## config.mk

```make
export PLATFORM = sky130hd
export DESIGN_NAME = power_reset_wake_sequencer
export DESIGN_NICKNAME = d
export VERILOG_FILES = /design/src/core/pwr_seq_pkg.sv /design/src/core/wake_counter.sv /design/src/core/clk_gate_div.sv /design/src/core/power_reset_wake_sequencer.sv
export VERILOG_INCLUDE_DIRS = /design/src /design/src/core
export SDC_FILE = /design/constraint.sdc
export NUM_CORES = 1
export LEC_CHECK = 0
export BUFFER_PORTS_ARGS = -buffer_cell sky130_fd_sc_hd__buf_2
export CAP_MARGIN = 40
export CORE_MARGIN = 4
export CORE_UTILIZATION = 57
export DETAILED_ROUTE_END_ITERATION = 12
export HOLD_SLACK_MARGIN = 0.06
export PLACE_DENSITY = 0.87
export SLEW_MARGIN = 20
export SYNTH_ARGS = -nofsm -noshare
export SYNTH_HDL_FRONTEND = slang
export SYNTH_SLANG_ARGS = --single-unit
```

## constraint.sdc

```tcl
create_clock -name mclk -period 3.5 [get_ports mclk]
set_input_delay 1.05 -clock mclk [delete_from_list [all_inputs] [get_ports mclk]]
set_output_delay 1.05 -clock mclk [all_outputs]
set_load 0.05 [all_outputs]
```

## src/core/pwr_seq_cfg.svh

```systemverilog
`ifndef PWR_SEQ_CFG_SVH
`define PWR_SEQ_CFG_SVH

// ****************************************************************
// register offsets
// ****************************************************************
`define REG_CTRL        8'h00
`define REG_MODE        8'h04
`define REG_PREDIV      8'h08
`define REG_MULT        8'h0C
`define REG_CLKSEL      8'h10
`define REG_CPUDIV      8'h14
`define REG_USBDIV      8'h18
`define REG_STATUS      8'h1C
`define REG_PGATE       8'h20
`define REG_PDIV_BASE   8'h40

// ****************************************************************
// field positions
// ****************************************************************
`define CTRL_PLL_EN     0
`define CTRL_OSC_EN     1
`define ST_LOCK         0
`define ST_OSC_OK       1
`define ST_FLASH_OK     2
`define ST_BROWN_LOW    3
`define ST_RUN          4
`define ST_PLL_ON       5

// ****************************************************************
// limits, reset values and timing
// ****************************************************************
`define PREDIV_MAX      16'd256
`define MULT_MAX        16'd32768
`define CLKSEL_RST      2'd0
`define CLK_MHZ         10
`define RC_WAKE_CYC     4
`define XTAL_WAKE_CYC   4096
`define RC_START_US     60
`define FLASH_WAKE_US   100
`define RST_HOLD_CYC    16
`define FLASH_INIT_CYC  32
`define BOOT_VECTOR     32'h0000_0000

`endif

```

## src/core/pwr_seq_pkg.sv

```systemverilog
package pwr_seq_pkg;
    typedef enum logic [5:0] {
        ST_RESET = 6'b00_0001,
        ST_RUN   = 6'b00_0010,
        ST_IDLE  = 6'b00_0100,
        ST_SLEEP = 6'b00_1000,
        ST_PDOWN = 6'b01_0000,
        ST_WAKE  = 6'b10_0000
    } seq_state_t;
    typedef enum logic [1:0] {
        MODE_RUN   = 2'd0,
        MODE_IDLE  = 2'd1,
        MODE_SLEEP = 2'd2,
        MODE_PDOWN = 2'd3
    } pwr_mode_t;
    typedef enum logic [1:0] {
        SRC_RC   = 2'd0,
        SRC_XTAL = 2'd1,
        SRC_PLL  = 2'd2,
        SRC_RTC  = 2'd3
    } clk_src_t;
endpackage

```

## src/core/wake_counter.sv

```systemverilog
`timescale 1ns/1ps
module wake_counter #(
    parameter int W = 16
) (
    input  wire logic         mclk,   // clock
    input  wire logic         rstn,   // sync reset
    input  wire logic         start,  // load and run
    input  wire logic [W-1:0] count,  // cycles to wait
    output logic              busy,   // counting
    output logic              done    // one-cycle end pulse
);
    logic [W-1:0] cnt_q;

    always_ff @(posedge mclk) begin
        if (!rstn) begin
            cnt_q <= '0;
            busy  <= 1'b0;
            done  <= 1'b0;
        end else if (start) begin
            cnt_q <= count;
            busy  <= 1'b1;
            done  <= 1'b0;
        end else if (busy) begin
            cnt_q <= cnt_q - W'(1);
            busy  <= (cnt_q > W'(1));
            done  <= (cnt_q <= W'(1));
        end else begin
            done  <= 1'b0;
        end
    end
endmodule

```

## src/core/clk_gate_div.sv

```systemverilog
`timescale 1ns/1ps
module clk_gate_div #(
    parameter int W = 8
) (
    input  wire logic         mclk,   // clock
    input  wire logic         rstn,   // sync reset
    input  wire logic         gate,   // clock enabled
    input  wire logic [W-1:0] div,    // divide value minus one
    output logic              tick    // enable pulse for the peripheral
);
    logic [W-1:0] cnt_q;

    always_ff @(posedge mclk) begin
        if (!rstn || !gate) begin
            cnt_q <= '0;
            tick  <= 1'b0;
        end else if (cnt_q >= div) begin
            cnt_q <= '0;
            tick  <= 1'b1;
        end else begin
            cnt_q <= cnt_q + W'(1);
            tick  <= 1'b0;
        end
    end
endmodule

```

## src/core/power_reset_wake_sequencer.sv

```systemverilog
// Our own choices: the plain strobed port and the address map.
`timescale 1ns/1ps
`include "pwr_seq_cfg.svh"

// Summary of operation
// - pll pre-divider accepts values 1 to 256, others clamped.
// - multiplier accepts 1 to 32768; software keeps oscillator in range.
// - reset and power-down turn pll off and bypass it.
// - after power-up and power-down wake, cpu runs from rc oscillator.
// - crystal start waits for wake-up timer before execution.
// - idle stops cpu only; any interrupt or reset resumes.
// - sleep stops oscillator and all internal clocks, state kept.
// - sleep gates rc output but keeps it powered; rtc runs.
// - sleep disables pll and clears cpu and usb dividers.
// - sleep ends only on reset or clockless wake interrupt.
// - sleep wake waits 4 cycles for rc, 4096 for crystal.
// - power-down adds rc oscillator and flash power off.
// - power-down rc wake waits 60 us start plus 4 cycles.
// - flash wake timer counts 100 us and blocks flash access.
// - four reset sources merge into chip reset.
// - reset held until pin released, count done, flash ready; osc ok is not awaited, as reset clears the osc enable.
// - on release registers hold defaults and fetch starts at address 0.
// - brownout below first threshold raises interrupt and status bit.
// - brownout below second threshold holds chip reset.
// - each peripheral has its own clock gate and divider.
module power_reset_wake_sequencer
    import pwr_seq_pkg::*;
#(
    parameter int NPERIPH        = 4,
    parameter int XTAL_WAKE_CYC  = `XTAL_WAKE_CYC,
    parameter int RC_START_CYC   = (`RC_START_US * `CLK_MHZ),
    parameter int FLASH_WAKE_CYC = (`FLASH_WAKE_US * `CLK_MHZ)
) (
    input  wire logic               mclk,          // system clock
    input  wire logic               rstn,          // sync reset, active low
    input  wire logic [7:0]         addr,          // register byte address
    input  wire logic [31:0]        wdata,         // write data
    input  wire logic               wr,            // write strobe
    input  wire logic               rd,            // read strobe
    output logic [31:0]             rdata,         // read data, cycle after rd
    input  wire logic               ext_rst_n,     // reset pin, active low
    input  wire logic               wdt_rst,       // watchdog reset
    input  wire logic               por,           // power-on detect
    input  wire logic               brown_warn,    // supply below warn level
    input  wire logic               brown_crit,    // supply below reset level
    input  wire logic               osc_ok,        // crystal stable
    input  wire logic               pll_lock,      // pll locked
    input  wire logic               irq_any,       // any pending interrupt
    input  wire logic               irq_wake,      // clockless wake interrupt
    output logic                    chip_rst_n,    // internal reset, active low
    output logic [31:0]             fetch_addr,    // first fetch address
    output logic                    cpu_run,       // cpu clock running
    output logic                    periph_run,    // peripheral clocks running
    output logic [1:0]              cpu_clk_src,   // cpu_clock source
    output logic                    pll_en,        // pll enable
    output logic                    pll_bypass,    // pll bypassed
    output logic [7:0]              pll_prediv,    // n minus one
    output logic [14:0]             pll_mult,      // m minus one
    output logic [7:0]              cpu_div,       // cpu_clock divider
    output logic [7:0]              usb_div,       // usb clock divider
    output logic                    rc_out_en,     // internal_rc_osc output on
    output logic                    rc_pwr,        // internal_rc_osc powered
    output logic                    xtal_en,       // crystal oscillator on
    output logic                    rtc_osc_en,    // rtc oscillator on
    output logic                    flash_pwr,     // flash powered
    output logic                    flash_ok,      // flash access allowed
    output logic                    brown_irq,     // to vector_irq_ctrl
    output logic [NPERIPH-1:0]      periph_tick    // per-peripheral clock enable
);
    seq_state_t     state_q;
    logic           ctrl_pll_q;
    logic           ctrl_osc_q;
    clk_src_t       clksel_q;
    clk_src_t       sleep_src_q;
    logic [7:0]     prediv_q;
    logic [14:0]    mult_q;
    logic [7:0]     cpudiv_q;
    logic [7:0]     usbdiv_q;
    logic [NPERIPH-1:0] pgate_q;
    logic [7:0]     pdiv_q [NPERIPH];
    logic [31:0]    rdata_q;
    logic           flash_ok_q;
    logic           was_pdown_q;
    logic           rst_src;
    logic           sys_rst_n;
    logic           mode_wr;
    pwr_mode_t      mode_req;
    logic           wake_start;
    logic [15:0]    wake_cnt;
    logic           wake_busy;
    logic           wake_done;
    logic           flash_start;
    logic           flash_busy;
    logic           flash_done;
    logic           rst_start;
    logic           rst_busy;
    logic           rst_done;

    // ****************************************************************
    // reset merge
    // ****************************************************************
    // merge four sources
    assign rst_src   = !ext_rst_n || wdt_rst || por || brown_crit;
    assign sys_rst_n = rstn && !rst_src;

    // ****************************************************************
    // register writes
    // ****************************************************************
    assign mode_wr  = wr && (addr == `REG_MODE);
    assign mode_req = pwr_mode_t'(wdata[1:0]);

    always_ff @(posedge mclk) begin
        if (!sys_rst_n) begin
            ctrl_pll_q <= 1'b0;
            ctrl_osc_q <= 1'b0;
            clksel_q   <= clk_src_t'(`CLKSEL_RST);
            prediv_q   <= 8'h00;
            mult_q     <= 15'h0000;
            cpudiv_q   <= 8'h00;
            usbdiv_q   <= 8'h00;
            pgate_q    <= '1;
        end else if (mode_wr && (mode_req == MODE_SLEEP || mode_req == MODE_PDOWN)) begin
            ctrl_pll_q <= 1'b0;
            cpudiv_q   <= 8'h00;
            usbdiv_q   <= 8'h00;
            if (clksel_q == SRC_PLL) begin
                clksel_q <= SRC_RC;
            end
        end else if (state_q == ST_WAKE && was_pdown_q) begin
            clksel_q <= SRC_RC;
        end else if (wr) begin
            if (addr == `REG_CTRL) begin
                ctrl_pll_q <= wdata[`CTRL_PLL_EN];
                ctrl_osc_q <= wdata[`CTRL_OSC_EN];
            end else if (addr == `REG_PREDIV) begin
                prediv_q <= (wdata[15:0] == 16'h0000) ? 8'h00 :
                            (wdata[15:0] > `PREDIV_MAX) ? 8'hFF :
                            8'(wdata[15:0] - 16'h0001);
            end else if (addr == `REG_MULT) begin
                mult_q <= (wdata[16:0] == 17'h0_0000) ? 15'h0000 :
                          (wdata[16:0] > {1'b0, `MULT_MAX}) ? 15'h7FFF :
                          15'(wdata[16:0] - 17'h0_0001);
            end else if (addr == `REG_CLKSEL) begin
                if (clk_src_t'(wdata[1:0]) != SRC_PLL || (ctrl_pll_q && pll_lock)) begin
                    clksel_q <= clk_src_t'(wdata[1:0]);
                end
            end else if (addr == `REG_CPUDIV) begin
                cpudiv_q <= wdata[7:0];
            end else if (addr == `REG_USBDIV) begin
                usbdiv_q <= wdata[7:0];
            end else if (addr == `REG_PGATE) begin
                pgate_q <= wdata[NPERIPH-1:0];
            end
        end
    end

    always_ff @(posedge mclk) begin
        for (int i = 0; i < NPERIPH; i++) begin
            if (!sys_rst_n) begin
                pdiv_q[i] <= 8'h00;
            end else if (wr && addr == 8'(`REG_PDIV_BASE + 4 * i)) begin
                pdiv_q[i] <= wdata[7:0];
            end
        end
    end

    // ****************************************************************
    // sequencer
    // ****************************************************************
    always_ff @(posedge mclk) begin
        if (!sys_rst_n) begin
            state_q     <= ST_RESET;
            sleep_src_q <= SRC_RC;
            was_pdown_q <= 1'b0;
        end else begin
            case (state_q)
                ST_RESET: begin
                    // release after count and flash init
                    if (rst_done) begin
                        state_q <= ST_RUN;
                    end
                end
                ST_RUN: begin
                    if (mode_wr) begin
                        sleep_src_q <= (clksel_q == SRC_PLL) ? SRC_RC : clksel_q;
                        if (mode_req == MODE_IDLE) begin
                            state_q <= ST_IDLE;
                        end else if (mode_req == MODE_SLEEP) begin
                            state_q     <= ST_SLEEP;
                            was_pdown_q <= 1'b0;
                        end else if (mode_req == MODE_PDOWN) begin
                            state_q     <= ST_PDOWN;
                            was_pdown_q <= 1'b1;
                        end
                    end
                end
                ST_IDLE: begin
                    if (irq_any) begin
                        state_q <= ST_RUN;
                    end
                end
                ST_SLEEP, ST_PDOWN: begin
                    if (irq_wake) begin
                        state_q <= ST_WAKE;
                    end
                end
                ST_WAKE: begin
                    if (wake_done) begin
                        state_q <= ST_RUN;
                    end
                end
                default: begin
                    state_q <= ST_RESET;
                end
            endcase
        end
    end

    // ****************************************************************
    // wake-up timers
    // ****************************************************************
    // crystal waits long count
    assign wake_start = (state_q == ST_SLEEP || state_q == ST_PDOWN) && irq_wake;
    assign wake_cnt   = (sleep_src_q == SRC_RC && !was_pdown_q) ? 16'(`RC_WAKE_CYC) :
                        (sleep_src_q == SRC_RC) ? 16'(RC_START_CYC + `RC_WAKE_CYC) :
                        16'(XTAL_WAKE_CYC);

    wake_counter #(.W(16)) u_wake (
        .mclk  (mclk),
        .rstn  (sys_rst_n),
        .start (wake_start),
        .count (wake_cnt),
        .busy  (wake_busy),
        .done  (wake_done)
    );

    assign flash_start = wake_start && state_q == ST_PDOWN;

    wake_counter #(.W(16)) u_flash (
        .mclk  (mclk),
        .rstn  (sys_rst_n),
        .start (flash_start),
        .count (16'(FLASH_WAKE_CYC)),
        .busy  (flash_busy),
        .done  (flash_done)
    );

    logic rst_arm_q;
    always_ff @(posedge mclk) begin
        if (!sys_rst_n) begin
            rst_arm_q <= 1'b1;
        end else if (rst_start) begin
            rst_arm_q <= 1'b0;
        end
    end
    assign rst_start = rst_arm_q && (!ctrl_osc_q || osc_ok);

    wake_counter #(.W(16)) u_rst (
        .mclk  (mclk),
        .rstn  (sys_rst_n),
        .start (rst_start),
        .count (16'(`RST_HOLD_CYC + `FLASH_INIT_CYC)),
        .busy  (rst_busy),
        .done  (rst_done)
    );

    always_ff @(posedge mclk) begin
        if (!sys_rst_n) begin
            flash_ok_q <= 1'b0;
        end else if (state_q == ST_PDOWN) begin
            flash_ok_q <= 1'b0;
        end else if (rst_done || flash_done) begin
            flash_ok_q <= 1'b1;
        end
    end

    // ****************************************************************
    // peripheral clocks
    // ****************************************************************
    // gate and divider each
    for (genvar g = 0; g < NPERIPH; g++) begin : g_per
        clk_gate_div #(.W(8)) u_div (
            .mclk (mclk),
            .rstn (sys_rst_n),
            .gate (pgate_q[g] && periph_run),
            .div  (pdiv_q[g]),
            .tick (periph_tick[g])
        );
    end

    // ****************************************************************
    // outputs and read-back
    // ****************************************************************
    logic asleep;
    assign asleep = state_q == ST_SLEEP || state_q == ST_PDOWN || state_q == ST_WAKE;

    always_ff @(posedge mclk) begin
        if (!rstn) begin
            chip_rst_n  <= 1'b0;
            cpu_run     <= 1'b0;
            periph_run  <= 1'b0;
            rc_out_en   <= 1'b1;
            rc_pwr      <= 1'b1;
            xtal_en     <= 1'b0;
            flash_pwr   <= 1'b1;
            pll_en      <= 1'b0;
            pll_bypass  <= 1'b1;
            cpu_clk_src <= 2'd0;
            pll_prediv  <= 8'h00;
            pll_mult    <= 15'h0000;
            cpu_div     <= 8'h00;
            usb_div     <= 8'h00;
            fetch_addr  <= `BOOT_VECTOR;
            flash_ok    <= 1'b0;
            brown_irq   <= 1'b0;
        end else begin
            chip_rst_n  <= sys_rst_n && state_q != ST_RESET;
            cpu_run     <= state_q == ST_RUN;
            periph_run  <= state_q == ST_RUN || state_q == ST_IDLE;
            rc_out_en   <= !asleep;
            rc_pwr      <= state_q != ST_PDOWN;
            flash_pwr   <= state_q != ST_PDOWN;
            xtal_en     <= ctrl_osc_q && !(state_q == ST_SLEEP || state_q == ST_PDOWN);
            pll_en      <= ctrl_pll_q && sys_rst_n;
            pll_bypass  <= !(ctrl_pll_q && clksel_q == SRC_PLL);
            cpu_clk_src <= clksel_q;
            pll_prediv  <= prediv_q;
            pll_mult    <= mult_q;
            cpu_div     <= cpudiv_q;
            usb_div     <= usbdiv_q;
            fetch_addr  <= `BOOT_VECTOR;
            flash_ok    <= flash_ok_q && state_q != ST_PDOWN;
            brown_irq   <= brown_warn;
        end
    end

    assign rtc_osc_en = 1'b1;

    always_ff @(posedge mclk) begin
        if (!rstn) begin
            rdata_q <= 32'h0000_0000;
        end else if (rd) begin
            if (addr == `REG_CTRL) begin
                rdata_q <= {30'h0, ctrl_osc_q, ctrl_pll_q};
            end else if (addr == `REG_PREDIV) begin
                rdata_q <= {23'h0, 9'(prediv_q) + 9'h001};
            end else if (addr == `REG_MULT) begin
                rdata_q <= {16'h0, 16'(mult_q) + 16'h0001};
            end else if (addr == `REG_CLKSEL) begin
                rdata_q <= {30'h0, clksel_q};
            end else if (addr == `REG_CPUDIV) begin
                rdata_q <= {24'h0, cpudiv_q};
            end else if (addr == `REG_USBDIV) begin
                rdata_q <= {24'h0, usbdiv_q};
            end else if (addr == `REG_PGATE) begin
                rdata_q <= 32'(pgate_q);
            end else if (addr == `REG_STATUS) begin
                rdata_q <= {26'h0, pll_en, state_q == ST_RUN, brown_warn,
                            flash_ok_q, osc_ok, pll_lock};
            end else begin
                rdata_q <= 32'h0000_0000;
            end
        end else begin
            rdata_q <= 32'h0000_0000;
        end
    end
    assign rdata = rdata_q;
endmodule

```

==> reports/results.ini <==
[clock_tree]
cts_sinks=247
cts_hold_buffers=0
clock_latency_ns=0.52
clk_path_buf_depth=3
ctsResizeCount=0
cts_tree=done
root_buffer=clkbuf_16
cts_max_level=1
cts_made_buffers=26
path_clk_slew_ns=0.06
post_cts_buffers=0

[logic_synthesis]
synth_area_per_cell_um2=9.42
synth-seq-area-share=0.447
netlist_area_um2=11800
synth_edf_count=32
postSynthCellCount=1250
yosysWarningCount=0
synthFlopType=dfxtp_1
yosys.cell_types.count=77
ys_ff_latch=247
synthArstFlopShare=0

[route]
postRouteAntennaNets=0
drtIter0Drc=886
routed_wl_um=28200
dr.pass1.iters=8
drc_errors=0
post_drt_wl_per_cell_um=17.1
vias=9371
via_per_inst=5.69

[sta]
setup_ws_ns=0.741
worstMarginPinSlew_ns=0.782
drv_slew=0
timing.fmax_mhz=363
rsz0062_at_grt=no
min_period_ns=2.76
tns_ns=0
hold_viol_final=0
post-route-period-util=0.788
max-slew-margin-rel=0.474
skew_ns=0.00748
worst_hold_slack_ns=0.489
setup_viol=0

[worst_setup_path]
critPathKind=in2reg
reg2reg_slack_ns=1.09
end_kind=register
crit_end=state_q[4]
crit_chain=buf_2, buf_4, nor4b_1, nand3_1, o21a_1, or4_1, a21oi_1
crit_path_start=addr[2]
cp.arrival_ns=3.21
setup.worst_path.start_class=input pin
cp_max_fo=12
rr_endpoint=u_wake.cnt_q[4]
cp.required_ns=3.95
cp_slowest_stage_delay_ns=0.47
reg2reg_depth=5
cp_slowest_cell=or4_1
r2r_start=state_q[0]

[run]
drv_cap=0

[global_route]
met1_usage=0.302
grt_pass1_vias=8761
antenna_found_initial=3
grtUsageMet2=0.407
grt_pass1_wl_um=44400
grt_overflow=0
grt_use_total=0.239
grt_max_degree=32
gr-usage-met3=0.0446
top_usage_layer=met2

[finish]
final_cell_mix=215 x dfxtp_1, 113 x buf_2, 108 x nor2_1
nets=1456
finish.utilization=0.653
syn2layout_area_growth_pct=12.5
drive_above_1_share=0.146
mostFrequentLayoutCell=dfxtp_1
fin_area_um2=13200
final_cells=1648

[die]
start_util=0.580
die_area_um2=23000
io_pins=174
row_count=52
die_y_um=152
die_x_um=152
design.core.area_um2=20300

[placed_design]
io_buffers=109
pre_cts_ws_ns=0.315
gp_congestion=0.902
dp.cells=1595
postPlaceCellArea_um2=12400
hpwl_um=20200

[pwr]
p_total_mw=5.95
p_leak_nw=5.22
p_per_area_nw_per_um2=449
vdd_drop_max_mv=0.539

[worst_hold_path]
hp-class=reg2reg

[run_status]
status=completed

-- power by group --
group	total (mW)	internal, mW	switching, mW	leakage, nW
Sequential	2.87	2.87	0.00293	2.12
Clock	2.77	1.69	1.08	0.437
Combinational	0.308	0.0601	0.248	2.66
Total	5.95	4.62	1.33	5.22
-- per-layer routing --
layer,up-vias,share of wire,wire (um)
met5,-,0,0
li1,4499,-,-
met1,4383,0.40,11100
met4,0,0.034,964
met3,83,0.077,2170
met2,406,0.49,13900
-- worst min path at each step --
| stage | endpoint | slack, ns | cells after the start | from |
|---|---|---|---|---|
| final | u_rst.cnt_q[7] | 0.49 | 2 | u_rst.cnt_q[7] |
| after global routing | rst_arm_q | 0.52 | 2 | rst_arm_q |
| after CTS | u_rst.cnt_q[7] | 0.49 | 2 | u_rst.cnt_q[7] |
| after detailed placement | rst_arm_q | 0.46 | 2 | rst_arm_q |
| after global placement | rst_arm_q | 0.46 | 2 | rst_arm_q |
| after floorplan | pll_bypass | 0.41 | 1 | ctrl_pll_q |
-- synth_stat cells, types with 3 or more instances --
library cell	n	area, um^2
a21oi_1	49	245
a2111oi_0	3	26.3
buf_1	3	11.3
buf_4	57	428
a22o_1	17	149
xnor2_1	47	412
nand3_1	41	205
buf_2	11	55.1
nor3_1	32	160
xor2_1	49	429
o211ai_1	4	30.0
a31oi_1	5	31.3
inv_1	52	195
o21ai_0	33	165
nor4_1	23	144
a21o_1	7	52.6
or4_1	10	75.1
clkbuf_1	29	109
nand4_1	14	87.6
nand2_1	80	300
nor3b_1	7	52.6
and3_1	19	119
nor2b_1	5	31.3
or3_1	6	37.5
and2_1	77	482
dfxtp_1	215	4300
nand3b_1	14	105
or4_4	3	33.8
a22oi_1	5	37.5
o21ai_1	3	15.0
mux2i_1	25	250
or2_2	6	37.5
nor4_4	3	63.8
ha_1	49	613
and3b_1	3	26.3
o31ai_1	6	45.0
nor2_1	108	405
a211oi_1	25	188
a221oi_1	7	61.3
nand2b_1	8	50.1
nor4b_1	9	78.8
edfxtp_1	32	961
and4_1	3	26.3
-- final cells by class --
| type | instances | area [um^2] |
|---|---|---|
| multi-input cells | 897 | 5880 |
| diodes | 4 | 10.0 |
| fillers | 1604 | 7050 |
| inverters | 52 | 195 |
| well taps | 270 | 338 |
| flip-flops and latches | 247 | 5270 |
| repair buffers | 130 | 691 |
| clock buffers | 34 | 732 |
| clock inverters | 14 | 141 |
-- worst max-delay path: cells and delay by family --
family          cells  cell delay, ns
simple gates        3            1.24
buf+inv             2            0.45
compound gates      2            0.46
-- logic make-up (layout without fill, tap and decap cells) --
group	count (synthesis)	in the layout	synth area share
compound gates	188	188	0.107
xor+xnor	96	96	0.0714
fa+ha+maj	49	49	0.0521
buf+inv	153	230	0.0688
flops	247	247	0.447
mux	27	27	0.0232
other cells	2	53	0.000638
simple gates	488	488	0.229
-- state kept, by name (all words and copies together) (netlist names), 4 cells and up --
name,count
cpu_div,8
cpudiv_q,8
g_per.u_div.cnt_q,32
g_per.u_div.tick,4
mult_q,15
pdiv_q,32
pgate_q,4
pll_mult,15
pll_prediv,8
prediv_q,8
rdata,16
state_q,6
u_flash.cnt_q,16
u_rst.cnt_q,16
u_wake.cnt_q,16
usb_div,8
usbdiv_q,8
No activity file was read; power rests on OpenSTA's default activity.
